<file path="src/core/drfs_pkg.sv">
// Package of constants and types for the DDR rail fault sequencer
package drfs_pkg;
    localparam int unsigned CLK_MHZ        = 100;
    localparam int unsigned SS_CYCLES      = 128;
    localparam int unsigned SS_TIME_US     = 320;
    localparam int unsigned SS_CNT_W       = 8;
    localparam int unsigned FAULT_QUAL     = 4;
    localparam int unsigned QUAL_W         = 3;
    localparam logic        ILIM_LOW       = 1'b0;
    localparam logic        ILIM_HIGH      = 1'b1;
    localparam logic [SS_CNT_W-1:0] SS_RESET = 8'h00;
    localparam logic [QUAL_W-1:0]   QUAL_RESET = 3'h0;

    typedef enum logic [1:0] {
        DRFS_S5,
        DRFS_S3,
        DRFS_S0
    } drfs_state_t;
endpackage

</file>
<file path="src/core/drfs_qual_if.sv">
// Interface carrying fault comparator level and qualified result
`timescale 1ns/1ps
interface drfs_qual_if;
    logic cond;
    logic clear;
    logic hit;
    modport src (output cond, output clear, input hit);
    modport qual (input cond, input clear, output hit);
endinterface

</file>
<file path="src/core/drfs_qual.sv">
// Four-cycle fault qualifier with sticky latch
`timescale 1ns/1ps
module drfs_qual (
    input  wire logic   mclk,
    input  wire logic   rst,
    drfs_qual_if.qual   q
);
    logic [drfs_pkg::QUAL_W-1:0] cnt;
    logic [drfs_pkg::QUAL_W-1:0] next_cnt;
    logic                        latched;
    logic                        next_latched;

    always_comb begin
        next_cnt     = cnt;
        next_latched = latched;
        if (!q.cond) begin
            next_cnt = drfs_pkg::QUAL_RESET;
        end else if (cnt < drfs_pkg::QUAL_W'(drfs_pkg::FAULT_QUAL)) begin
            next_cnt = cnt + 3'h1;
        end
        if (next_cnt == drfs_pkg::QUAL_W'(drfs_pkg::FAULT_QUAL)) begin
            next_latched = 1'b1;
        end else if (q.clear) begin
            // A fault arriving with the clear still wins
            next_latched = 1'b0;
        end
    end

    always_ff @(posedge mclk) begin
        if (rst) begin
            cnt     <= drfs_pkg::QUAL_RESET;
            latched <= 1'b0;
        end else begin
            cnt     <= next_cnt;
            latched <= next_latched;
        end
    end

    assign q.hit = latched;
endmodule

</file>
<file path="src/core/drfs_softstart.sv">
// Termination soft-start current limit sequencer
`timescale 1ns/1ps
module drfs_softstart (
    input  wire logic mclk,
    input  wire logic rst,
    input  wire logic enable,
    output logic      ilim_high
);
    logic [drfs_pkg::SS_CNT_W:0] cnt;
    logic [drfs_pkg::SS_CNT_W:0] next_cnt;
    logic                        next_ilim;

    always_comb begin
        next_cnt  = cnt;
        next_ilim = drfs_pkg::ILIM_LOW;
        if (!enable) begin
            next_cnt = '0;
        end else if (cnt < 9'(drfs_pkg::SS_CYCLES)) begin
            next_cnt = cnt + 9'h001;
        end
        if (enable && next_cnt >= 9'(drfs_pkg::SS_CYCLES)) begin
            next_ilim = drfs_pkg::ILIM_HIGH;
        end
    end

    always_ff @(posedge mclk) begin
        if (rst) begin
            cnt       <= '0;
            ilim_high <= drfs_pkg::ILIM_LOW;
        end else begin
            cnt       <= next_cnt;
            ilim_high <= next_ilim;
        end
    end
endmodule

</file>
<file path="src/core/drfs_top.sv">
// Control and fault logic of the DDR rail power sequencer
`timescale 1ns/1ps
module drfs_top (
    input  wire logic mclk,
    input  wire logic rst,
    input  wire logic main_enable,
    input  wire logic termination_enable,
    input  wire logic force_pwm,
    input  wire logic supply_ok_cmp,
    input  wire logic input_rail_ok,
    input  wire logic temp_over_hi,
    input  wire logic temp_under_lo,
    input  wire logic rail_regulated_cmp,
    input  wire logic rail_above_window,
    input  wire logic rail_below_window,
    input  wire logic rail_above_106,
    input  wire logic rail_above_130,
    input  wire logic rail_below_94,
    input  wire logic rail_below_65,
    input  wire logic rail_at_nominal,
    input  wire logic high_side_overcurrent,
    output logic      supply_good,
    output logic      rail_in_regulation,
    output logic      memory_rail_enable,
    output logic      memory_rail_softstart,
    output logic      buffered_reference_enable,
    output logic      termination_regulator_enable,
    output logic      termination_rail_hiz,
    output logic      termination_ilim_high,
    output logic      high_side_enable,
    output logic      high_side_force_off,
    output logic      low_side_force_on,
    output logic      power_saving,
    output logic      output_window_ok_out,
    output logic      output_window_ok_oe,
    output logic      ov_fault,
    output logic      uv_fault,
    output logic      oc_fault,
    output logic      thermal_shutdown,
    output logic [1:0] sleep_state
);
    // Two-flop synchronisers for every pin and comparator level
    localparam int unsigned NSYNC = 16;
    logic [NSYNC-1:0] raw;
    logic [NSYNC-1:0] sync1;
    logic [NSYNC-1:0] sync2;

    assign raw = {main_enable, termination_enable, force_pwm, supply_ok_cmp, input_rail_ok,
                  temp_over_hi, temp_under_lo, rail_regulated_cmp, rail_above_window,
                  rail_below_window, rail_above_106, rail_above_130, rail_below_94,
                  rail_below_65, rail_at_nominal, high_side_overcurrent};

    always_ff @(posedge mclk) begin
        if (rst) begin
            sync1 <= '0;
            sync2 <= '0;
        end else begin
            sync1 <= raw;
            sync2 <= sync1;
        end
    end

    logic en_s;
    logic tten_s;
    logic fpwm_s;
    logic vcc_s;
    logic vin_s;
    logic tover_s;
    logic tunder_s;
    logic reg_s;
    logic win_hi_s;
    logic win_lo_s;
    logic a106_s;
    logic a130_s;
    logic b94_s;
    logic b65_s;
    logic nom_s;
    logic oc_s;
    assign {en_s, tten_s, fpwm_s, vcc_s, vin_s, tover_s, tunder_s, reg_s,
            win_hi_s, win_lo_s, a106_s, a130_s, b94_s, b65_s, nom_s, oc_s} = sync2;

    // Delayed copies of the clearing sources, for edge detection
    logic en_d;
    logic vcc_d;
    logic vin_d;
    logic next_en_d;
    logic next_vcc_d;
    logic next_vin_d;
    logic cycle_evt;
    assign next_en_d  = en_s;
    assign next_vcc_d = vcc_s;
    assign next_vin_d = vin_s;
    // Any edge on these sources counts as a cycle of that supply
    assign cycle_evt  = (en_s ^ en_d) | (vcc_s ^ vcc_d) | (vin_s ^ vin_d);

    // State and latched flags
    drfs_pkg::drfs_state_t state;
    drfs_pkg::drfs_state_t next_state;
    logic                  hot;
    logic                  next_hot;
    logic                  rail_reg;
    logic                  next_rail_reg;
    logic                  fpwm_boost;
    logic                  next_fpwm_boost;
    logic                  ov_clamp;
    logic                  next_ov_clamp;
    logic                  any_fault;

    drfs_qual_if ov_q ();
    drfs_qual_if uv_q ();
    drfs_qual_if oc_q ();

    assign ov_q.cond  = a130_s;
    assign ov_q.clear = cycle_evt;
    assign uv_q.cond  = b65_s && (state != drfs_pkg::DRFS_S5);
    assign uv_q.clear = cycle_evt;
    // Overcurrent clears only on enable or control supply, not input rail
    assign oc_q.cond  = oc_s && (state != drfs_pkg::DRFS_S5);
    assign oc_q.clear = (en_s ^ en_d) | (vcc_s ^ vcc_d);

    drfs_qual u_ov_qual (
        .mclk (mclk),
        .rst  (rst),
        .q    (ov_q)
    );

    drfs_qual u_uv_qual (
        .mclk (mclk),
        .rst  (rst),
        .q    (uv_q)
    );

    drfs_qual u_oc_qual (
        .mclk (mclk),
        .rst  (rst),
        .q    (oc_q)
    );

    assign any_fault = ov_q.hit | uv_q.hit | oc_q.hit | hot;

    always_comb begin
        next_hot = hot;
        if (tover_s) begin
            next_hot = 1'b1;
        end else if (tunder_s) begin
            next_hot = 1'b0;
        end
    end

    always_comb begin
        next_state = drfs_pkg::DRFS_S5;
        // Low main_enable or a missing supply always lands in S5
        if (en_s && vcc_s && vin_s && !any_fault) begin
            next_state = tten_s ? drfs_pkg::DRFS_S0 : drfs_pkg::DRFS_S3;
        end
    end

    always_comb begin
        next_rail_reg = 1'b0;
        if (state != drfs_pkg::DRFS_S5 && !ov_clamp) begin
            next_rail_reg = reg_s;
        end
    end

    always_comb begin
        next_ov_clamp = ov_clamp;
        if (a106_s && !a130_s) begin
            next_ov_clamp = 1'b1;
        end else if (nom_s || !a106_s) begin
            next_ov_clamp = 1'b0;
        end
        if (state == drfs_pkg::DRFS_S5) begin
            next_ov_clamp = 1'b0;
        end
    end

    always_comb begin
        next_fpwm_boost = fpwm_boost;
        if (b94_s) begin
            next_fpwm_boost = 1'b1;
        end else if (nom_s) begin
            next_fpwm_boost = 1'b0;
        end
        if (state != drfs_pkg::DRFS_S3) begin
            next_fpwm_boost = 1'b0;
        end
    end

    // Reset low like the sync flops, so no false edge follows reset
    always_ff @(posedge mclk) begin
        if (rst) begin
            en_d  <= 1'b0;
            vcc_d <= 1'b0;
            vin_d <= 1'b0;
        end else begin
            en_d  <= next_en_d;
            vcc_d <= next_vcc_d;
            vin_d <= next_vin_d;
        end
    end

    always_ff @(posedge mclk) begin
        if (rst) begin
            state <= drfs_pkg::DRFS_S5;
        end else begin
            state <= next_state;
        end
    end

    always_ff @(posedge mclk) begin
        if (rst) begin
            hot <= 1'b0;
        end else begin
            hot <= next_hot;
        end
    end

    always_ff @(posedge mclk) begin
        if (rst) begin
            rail_reg <= 1'b0;
        end else begin
            rail_reg <= next_rail_reg;
        end
    end

    always_ff @(posedge mclk) begin
        if (rst) begin
            ov_clamp <= 1'b0;
        end else begin
            ov_clamp <= next_ov_clamp;
        end
    end

    always_ff @(posedge mclk) begin
        if (rst) begin
            fpwm_boost <= 1'b0;
        end else begin
            fpwm_boost <= next_fpwm_boost;
        end
    end

    // Termination regulator enable and its soft-start
    logic tt_on;
    assign tt_on = (state == drfs_pkg::DRFS_S0) && tten_s && rail_reg;

    drfs_softstart u_ss (
        .mclk      (mclk),
        .rst       (rst),
        .enable    (tt_on),
        .ilim_high (termination_ilim_high)
    );

    // Registered outputs
    logic next_ww_low;
    logic on_state;
    assign on_state    = (state != drfs_pkg::DRFS_S5);
    // Window comparator is ignored in S5 where the pin is held low anyway
    assign next_ww_low = !on_state || win_hi_s || win_lo_s;

    logic       next_supply_good;
    logic       next_rail_in_regulation;
    logic       next_memory_rail_enable;
    logic       next_memory_rail_softstart;
    logic       next_buffered_reference_enable;
    logic       next_termination_regulator_enable;
    logic       next_termination_rail_hiz;
    logic       next_high_side_enable;
    logic       next_high_side_force_off;
    logic       next_low_side_force_on;
    logic       next_power_saving;
    logic [1:0] next_sleep_state;

    always_comb begin
        next_supply_good                  = vcc_s;
        next_rail_in_regulation           = rail_reg;
        next_memory_rail_enable           = on_state;
        next_memory_rail_softstart        = on_state && !rail_reg;
        next_buffered_reference_enable    = on_state && en_s;
        next_termination_regulator_enable = tt_on;
        next_termination_rail_hiz         = !tt_on;
        next_high_side_enable             = on_state && !ov_clamp;
        next_high_side_force_off          = !on_state || ov_clamp;
        next_low_side_force_on            = on_state && ov_clamp;
        next_power_saving                 = (state == drfs_pkg::DRFS_S3) && fpwm_s && !fpwm_boost;
        next_sleep_state                  = 2'(state);
    end

    always_ff @(posedge mclk) begin
        if (rst) begin
            supply_good                  <= 1'b0;
            rail_in_regulation           <= 1'b0;
            memory_rail_enable           <= 1'b0;
            memory_rail_softstart        <= 1'b0;
            buffered_reference_enable    <= 1'b0;
            termination_regulator_enable <= 1'b0;
            termination_rail_hiz         <= 1'b1;
            high_side_enable             <= 1'b0;
            high_side_force_off          <= 1'b1;
            low_side_force_on            <= 1'b0;
            power_saving                 <= 1'b0;
            output_window_ok_oe          <= 1'b1;
            sleep_state                  <= 2'h0;
        end else begin
            supply_good                  <= next_supply_good;
            rail_in_regulation           <= next_rail_in_regulation;
            memory_rail_enable           <= next_memory_rail_enable;
            memory_rail_softstart        <= next_memory_rail_softstart;
            buffered_reference_enable    <= next_buffered_reference_enable;
            termination_regulator_enable <= next_termination_regulator_enable;
            termination_rail_hiz         <= next_termination_rail_hiz;
            high_side_enable             <= next_high_side_enable;
            high_side_force_off          <= next_high_side_force_off;
            low_side_force_on            <= next_low_side_force_on;
            power_saving                 <= next_power_saving;
            output_window_ok_oe          <= next_ww_low;
            sleep_state                  <= next_sleep_state;
        end
    end

    assign output_window_ok_out = 1'b0;
    assign ov_fault             = ov_q.hit;
    assign uv_fault             = uv_q.hit;
    assign oc_fault             = oc_q.hit;
    assign thermal_shutdown     = hot;
endmodule

</file>
<file path="config.mk">
export PLATFORM = sky130hd
export DESIGN_NAME = drfs_top
export DESIGN_NICKNAME = d
export VERILOG_FILES = /design/src/core/drfs_pkg.sv /design/src/core/drfs_qual_if.sv /design/src/core/drfs_qual.sv /design/src/core/drfs_softstart.sv /design/src/core/drfs_top.sv
export SDC_FILE = /design/constraint.sdc
export NUM_CORES = 1
export LEC_CHECK = 0
export BUFFER_PORTS_ARGS = -buffer_cell sky130_fd_sc_hd__buf_2
export CORE_ASPECT_RATIO = 1.4
export CORE_MARGIN = 1
export CORE_UTILIZATION = 52
export CTS_BUF_LIST = sky130_fd_sc_hd__clkbuf_4 sky130_fd_sc_hd__clkbuf_8
export CTS_CLUSTER_DIAMETER = 100
export CTS_CLUSTER_SIZE = 8
export DETAILED_ROUTE_END_ITERATION = 8
export GPL_ROUTABILITY_DRIVEN = 0
export GPL_TIMING_DRIVEN = 0
export PLACE_DENSITY = 0.77
export SYNTH_ARGS = -nofsm -noshare
export SYNTH_HDL_FRONTEND = slang
export SYNTH_SLANG_ARGS = --single-unit
</file>
<file path="constraint.sdc">
create_clock -name mclk -period 1.4 [get_ports mclk]
set_input_delay 0.28 -clock mclk [delete_from_list [all_inputs] [get_ports mclk]]
set_output_delay 0.28 -clock mclk [all_outputs]
set_load 0.005 [all_outputs]
</file>
==> reports/metrics.csv, run 1 <==
stage;metric;value;unit
status;status;finished, violations left;
power;Pint;3.468;mW
power;clock network power share;0.460;
floorplanning;Die H;83.20;um
final_layout;number of antenna repair diodes;0;
power;Pleak;1.258;nW
timing;Fin Hold WS;0.1456;ns
timing;Fin. Hold Viols;0;
floorplanning;core area;4536;sq um
power;Tot Pwr;4.295;mW
setup_path;R2R Setup Slk;-0.06;ns
clock_tree;clk_lat worst skew;0.33;ns
floorplanning;row cnt;29;
timing;Worst Tran Pin Value;0.5198;ns
grt;first-pass GRT wire length;6.216;mm
synth;synth top area cells;dfxtp_1 (62%), nor2b_1 (10%), nor2_1 (2.6%);
synth;flop and latch count out of synthesis;76;
final_layout;commonest cells after routing, fill and taps aside;dfxtp_1 (73), nor2b_1 (39), buf_2 (35), nor2_1 (17), clkbuf_8 (9);
setup_path;startpoint types;flip-flop;
clock_tree;# clock sinks;76;
power;Flop pwr share;0.518;
floorplanning;Die W;60.00;um
grt;All-Layer GR Usage;0.1731;
power;P_sw;0.8272;mW
clock_tree;CTS buffer count;9;
synth;Post-synth top flop;dfxtp_1;
timing;Final Skew;0.006846;ns
route;DRT antenna net count;0;
setup_path;critical setup path kind;flip-flop to flip-flop;
placement;setup slack at placement;-0.07931;ns
clock_tree;Clock Path Buffers;2;
timing;RSZ-0062 raised after global routing;yes;
final_layout;final core occ;0.6560;
synth;mapped cell area;2449;sq um
setup_path;Reg2Reg Launch Point;u_ss.cnt[2]$_SDFF_PP0_;
setup_path;Worst EP required;1.66;ns
final_layout;FILL cells;373;
timing;f_max;684.9;MHz
floorplanning;IO Pins;38;
floorplanning;Die ar.;4991;sq um
route;Detailed Route WL;3.742;mm
setup_path;Worst Path Max Fanout;4;
power;PD cells;1444;nW/um^2
setup_path;crit path cell chain;or3b_4, or4_4, a21oi_2;
status;failing checks;negative setup slack;
route;initial DRC count;41;
timing;setup TNS;-0.1061;ns
clock_tree;TritonCTS clock tree;done;
worst_hold_path;sink of the worst hold path;sync1[6]$_SDFF_PP0_;
setup_path;Worst path top cell family by delay;simple AND/OR/NAND/NOR gates;
timing;fin. max-slew vios;0;
timing;Final period util;1.043;
setup_path;biggest cell delay along the critical path;0.51;ns
synth;Post-synth EDFFs;0;
setup_path;Reg2Reg Depth;3;
synth;synth warn;0;
final_layout;most common cell after layout, fill and taps aside;dfxtp_1;
power;Switching Fraction;0.1926;
timing;Final setup violation count;2;
clock_tree;Root Driver;clkbuf_8;
setup_path;Buffers & Inverters on Critical Path;0;
route;vias;1616;
worst_hold_path;Hold Crit Start;rail_below_window;
route;routed len/inst;10.97;um
placement;# port buffers;35;
synth;async set-reset flop share out of synthesis;0;
route;drt drc;0;
grt;initial antenna violation count;0;
floorplanning;Initial Utilization;0.5399;
setup_path;crit end category;flip-flop;
route;DRT Pass-1 Iters;4;
synth;Netlist cell types;40;
synth;area leader, netlist;dfxtp_1;
final_layout;fraction of layout cells with a size suffix above 1;0.2366;
worst_hold_path;hold depth;2;
synth;post-synthesis cell count;225;
worst_hold_path;Hold Path Class;primary input to flip-flop;
setup_path;crit path DAT;1.72;ns
grt;vias in the first global route;1452;
timing;crit path time final;1.460;ns
power;peak supply drop;1038;uV
run;Maximum Capacitance Violations;0;
synth;syn_nets;247;
final_layout;Net count, final;296;
placement;dpl hpwl;2.649;mm
setup_path;RR Endpoint;u_ss.cnt[7]$_SDFF_PP0_;
timing;setup ws final;-0.06009;ns
synth;register area share after synthesis;0.6214;
final_layout;synthesis-to-layout area growth;21.51;%
synth;top cell type's share of synthesized area;0.6214;
grt;largest net degree at the start of global routing;14;
grt;overall overflow remaining after global route;0;
setup_path;Crit-path slowest cell;or4_4;
route;DR vias/cell;4.739;
power;Gate power share;0.023;
synth;syn_area_per_cell;10.88;sq um
clock_tree;H-Tree Depth;3;
clock_tree;clock-pin slew on the worst setup and hold paths;0.08;ns
timing;Worst slew margin;0.6528;
## through the flow
stage,cell area (sq um),cells
2_1_floorplan,2451,225
3_3_place_gp,2704,322
3_5_place_dp,2704,322
4_1_cts,2954,339
5_1_grt,2975,341
6_report,2975,341
## power by group through the flow
stage	sequential, mW	combinational [mW]	clock [mW]
after global placement	2.27	0.0973	0
after detailed placement	2.27	0.100	0
after floorplan	2.27	0.0636	0
after CTS	2.22	0.100	2.02
after global routing	2.23	0.110	2.12
final	2.22	0.0979	1.97
## how the worst max path moves through the flow
stage | to | slack [ns] | startpoint | cells past startpoint
after floorplan | u_ss.cnt[7]$_SDFF_PP0_ | -0.02 | u_ss.cnt[8]$_SDFF_PP0_ | 3
after global placement | u_ss.ilim_high$_SDFF_PP0_ | -0.07 | u_ss.cnt[8]$_SDFF_PP0_ | 3
final | u_ss.cnt[7]$_SDFF_PP0_ | -0.06 | u_ss.cnt[2]$_SDFF_PP0_ | 3
after global routing | u_ss.cnt[7]$_SDFF_PP0_ | -0.1 | u_ss.cnt[7]$_SDFF_PP0_ | 3
after detailed placement | u_ss.cnt[2]$_SDFF_PP0_ | -0.08 | rst | 4
after CTS | u_ss.cnt[7]$_SDFF_PP0_ | -0.07 | u_ss.cnt[2]$_SDFF_PP0_ | 3
## cells in the mapped netlist (2+ instances only)
master    instances
nor2_1           17
nand2_1           5
nand3_1           3
and3_1            7
a21oi_1           8
inv_2             2
nand4_1           2
nand2b_1          2
inv_1             8
nor2b_1          39
o21ai_1           2
xnor2_1           6
o21ai_0           3
dfxtp_1          76
a21oi_2           2
clkbuf_1          5
mux2i_1           3
o31ai_1           2
ha_1              4
or4_1             2
or3_1             2
nor3b_1           5
and3b_1           2
xor2_1            2
## metal layers
| layer | GRT usage | share of wire |
|---|---|---|
| met5 | 0 | 0 |
| met4 | 0.1078 | 0.011 |
| met3 | 0.06231 | 0.042 |
| met2 | 0.2737 | 0.52 |
| met1 | 0.1902 | 0.43 |
## flip-flops by register name, indices dropped and copies added, names as in the netlist, 2 cells and up
signal and flops:
next_sleep_state 2, sync2 16, sleep_state 2, u_ss.cnt 9, u_ov_qual.cnt 3, u_uv_qual.cnt 3, sync1 16, u_oc_qual.cnt 3
## layout make-up
type                       count  area [sq um]  area share
clock buffer                  10         131.4     0.04415
buffer                         6         26.28    0.008831
clock inverter                 6         111.4     0.03743
multi-input combinational    132         864.6      0.2906
inverter                      11         41.29     0.01388
timing repair buffer          38         197.7     0.06644
tap                           62         77.57     0.02607
sequential                    76          1525      0.5126
## timing repair
item | in CTS | in global routing
setup buffers | 1 | 2
hold buffers | 0 | 0
gates resized for setup | 0 | 2
pin swaps | 4 | 0
endpoints found under the setup margin | 4 | 6
## cell families (layout without fill, tap and decap cells)
family	after synthesis	in the layout	synth area share
other	1	1	0.001531
DFF	76	76	0.6214
adders and majority gates	4	4	0.02044
buffers and inverters	17	71	0.02760
xor gates and xnor gates	8	8	0.02862
muxes	4	4	0.01686
and+or+nand+nor	94	94	0.2310
AOI/OAI and AO/OA	21	21	0.05263
No activity file was read; power rests on OpenSTA's default activity.
==> inputs of run 2 (changes only) <==
--- a/config.mk
+++ b/config.mk
@@ -5,7 +5,7 @@
 export SDC_FILE = /design/constraint.sdc
 export NUM_CORES = 1
 export LEC_CHECK = 0
-export BUFFER_PORTS_ARGS = -buffer_cell sky130_fd_sc_hd__buf_2
+export BUFFER_PORTS_ARGS = -buffer_cell sky130_fd_sc_hd__buf_4
 export CORE_ASPECT_RATIO = 1.4
 export CORE_MARGIN = 1
 export CORE_UTILIZATION = 52
@@ -15,7 +15,7 @@
 export DETAILED_ROUTE_END_ITERATION = 8
 export GPL_ROUTABILITY_DRIVEN = 0
 export GPL_TIMING_DRIVEN = 0
-export PLACE_DENSITY = 0.77
+export PLACE_DENSITY_LB_ADDON = 0.12
 export SYNTH_ARGS = -nofsm -noshare
 export SYNTH_HDL_FRONTEND = slang
 export SYNTH_SLANG_ARGS = --single-unit
==> run 2 against run 1 <==
The flow still finishes with violations (negative setup slack). Sequential power hardly changed. Sequential cell count stayed put. Worst setup slack better by 0.014 ns. Utilization is 0.74 points higher. Clock-buffer cell count is 1 higher. First-iteration DRC count is 29% higher. Non-clock buffer count is 1 higher. Routed wire length is 7.0% higher. Global-route usage is 0.36 points higher. Register-to-register slack hardly changed. Combinational power is 15% higher. Critical endpoint unchanged. Highest routed layer unchanged.
==> reports/metrics.csv, run 2 (synthesized netlist as in run 1, its figures left out) <==
stage;metric;value;unit
route;DR vias/cell;4.860;
grt;largest net degree at the start of global routing;14;
setup_path;RR Endpoint;u_ss.cnt[7]$_SDFF_PP0_;
setup_path;Reg2Reg Launch Point;u_ss.cnt[7]$_SDFF_PP0_;
route;drt drc;0;
worst_hold_path;Hold Path Class;primary input to flip-flop;
timing;Fin. Hold Viols;0;
grt;All-Layer GR Usage;0.1766;
setup_path;startpoint types;flip-flop;
final_layout;FILL cells;401;
setup_path;crit end category;flip-flop;
final_layout;Design Area, Final;3009;sq um
placement;DP Area;2791;sq um
clock_tree;Clock Path Buffers;2;
final_layout;Finished Layout Cells;342;
grt;initial antenna violation count;0;
route;routed len/inst;11.70;um
worst_hold_path;Hold Crit Start;rail_above_106;
floorplanning;IO Pins;38;
worst_hold_path;hold depth;2;
timing;Final period util;1.033;
run;Maximum Capacitance Violations;0;
setup_path;Worst path top cell family by delay;simple AND/OR/NAND/NOR gates;
clock_tree;CTS buffer count;9;
grt;vias in the first global route;1505;
route;vias;1662;
floorplanning;row cnt;29;
final_layout;most common cell after layout, fill and taps aside;dfxtp_1;
setup_path;Crit-path slowest cell;or4_4;
setup_path;Buffers & Inverters on Critical Path;0;
final_layout;number of antenna repair diodes;0;
grt;overall overflow remaining after global route;0;
placement;dpl hpwl;2.830;mm
route;Detailed Route WL;4.003;mm
timing;crit path time final;1.446;ns
clock_tree;clock-pin slew on the worst setup and hold paths;0.07;ns
clock_tree;clk_lat worst skew;0.34;ns
floorplanning;Die W;60.00;um
power;Pleak;1.246;nW
clock_tree;Root Driver;clkbuf_8;
timing;setup ws final;-0.04600;ns
setup_path;crit path cell chain;or3b_4, or4_4, a21oi_2;
power;PD cells;1266;nW/um^2
final_layout;Net count, final;297;
grt;first-pass GRT wire length;6.361;mm
route;initial DRC count;53;
final_layout;commonest cells after routing, fill and taps aside;dfxtp_1 (73), buf_4 (40), nor2b_1 (39), nor2_1 (17), clkbuf_8 (10);
setup_path;R2R Setup Slk;-0.05;ns
final_layout;synthesis-to-layout area growth;22.89;%
route;DRT Pass-1 Iters;4;
setup_path;biggest cell delay along the critical path;0.51;ns
timing;Final setup violation count;2;
clock_tree;H-Tree Depth;3;
clock_tree;TritonCTS clock tree;done;
route;DRT antenna net count;0;
floorplanning;core area;4536;sq um
setup_path;Reg2Reg Depth;3;
setup_path;Worst EP required;1.67;ns
placement;# port buffers;35;
final_layout;fraction of layout cells with a size suffix above 1;0.2393;
timing;Final Skew;0.006407;ns
status;status;finished, violations left;
worst_hold_path;sink of the worst hold path;sync1[5]$_SDFF_PP0_;
final_layout;top flop regs;sync1 x16, sync2 x16, u_ss.cnt x9;
timing;RSZ-0062 raised after global routing;yes;
clock_tree;# clock sinks;76;
timing;Worst slew margin;0.6172;
setup_path;crit path DAT;1.71;ns
power;Tot Pwr;3.811;mW
setup_path;critical setup path kind;flip-flop to flip-flop;
timing;f_max;691.6;MHz
timing;fin. max-slew vios;0;
power;peak supply drop;997.3;uV
status;failing checks;negative setup slack;
floorplanning;Initial Utilization;0.5399;
setup_path;Worst Path Max Fanout;4;
floorplanning;Die H;83.20;um
placement;placed insts;322;
floorplanning;Die ar.;4991;sq um
timing;Worst Tran Pin Value;0.5730;ns
-- run 2: changes by cell type in the layout (fill, tap and decap cells not counted), sizes merged --
cell and change:
clkinvlp +2, bufinv -3, clkbuf +1, buf +1
-- run 2: area by class of cell --
| type | instances | area, sq um | area share |
|---|---|---|---|
| Buffer | 6 | 26.28 | 0.008732 |
| Clock buffer | 11 | 145.1 | 0.04823 |
| Clock inverter | 5 | 36.28 | 0.01206 |
| Inverter | 11 | 41.29 | 0.01372 |
| Multi-Input combinational cell | 132 | 864.6 | 0.2873 |
| Sequential cell | 76 | 1525 | 0.5069 |
| Tap cell | 62 | 77.57 | 0.02578 |
| Timing Repair Buffer | 39 | 292.8 | 0.09730 |
-- run 2: stage by stage --
step	setup WS, ns	TNS (ns)	hold slack, ns	util
after global placement	-0.07082	-0.3948	0.3956	0.6154
after global routing	-0.09204	-0.2215	0.1379	0.6634
after floorplan	-0.02455	-0.04911	0.3899	-
after CTS	-0.04587	-0.08840	0.1294	0.6623
after detailed placement	-0.08467	-0.5079	0.4091	0.6154
final	-0.04600	-0.08756	0.1440	0.6634
-- run 2: worst register-to-register path, stage by stage, from the launching register on --
cell	delay, ns
dfxtp_2	0.32
or3b_4	0.41
or4_4	0.51
a21oi_2	0.14
-- run 2: worst max-delay path by stage --
stage                                       from                        end  depth (start not counted)
after CTS                 u_ss.cnt[7]$_SDFF_PP0_     u_ss.cnt[7]$_SDFF_PP0_                          3
after global placement    u_ss.cnt[8]$_SDFF_PP0_  u_ss.ilim_high$_SDFF_PP0_                          3
after global routing      u_ss.cnt[7]$_SDFF_PP0_     u_ss.cnt[7]$_SDFF_PP0_                          3
after floorplan           u_ss.cnt[8]$_SDFF_PP0_     u_ss.cnt[7]$_SDFF_PP0_                          3
final                     u_ss.cnt[7]$_SDFF_PP0_     u_ss.cnt[7]$_SDFF_PP0_                          3
after detailed placement  u_ss.cnt[8]$_SDFF_PP0_  u_ss.ilim_high$_SDFF_PP0_                          3
-- run 2: timing repair --
action / in CTS / in global routing
resized for setup: 1 / 1
pin swaps: 5 / 0
hold buffers: 0 / 0
endpoints found under the hold margin: 0 / 0
endpoints found under the setup margin: 4 / 5
buffers inserted: 4 / 0
-- run 2: report_power, final --
part	internal, mW	leakage, nW	switching [mW]
Combinational	0.0674	0.540	0.0456
Clock	0.713	0.0854	0.761
Sequential	2.21	0.621	0.0157
-- run 2: metal layers --
metal / global-route usage / share of wire / up-vias
li1: - / - / 838
met1: 0.1884 / 0.42 / 787
met2: 0.2939 / 0.52 / 29
met3: 0.07009 / 0.037 / 8
met4: 0.08245 / 0.019 / 0
met5: 0 / 0 / -
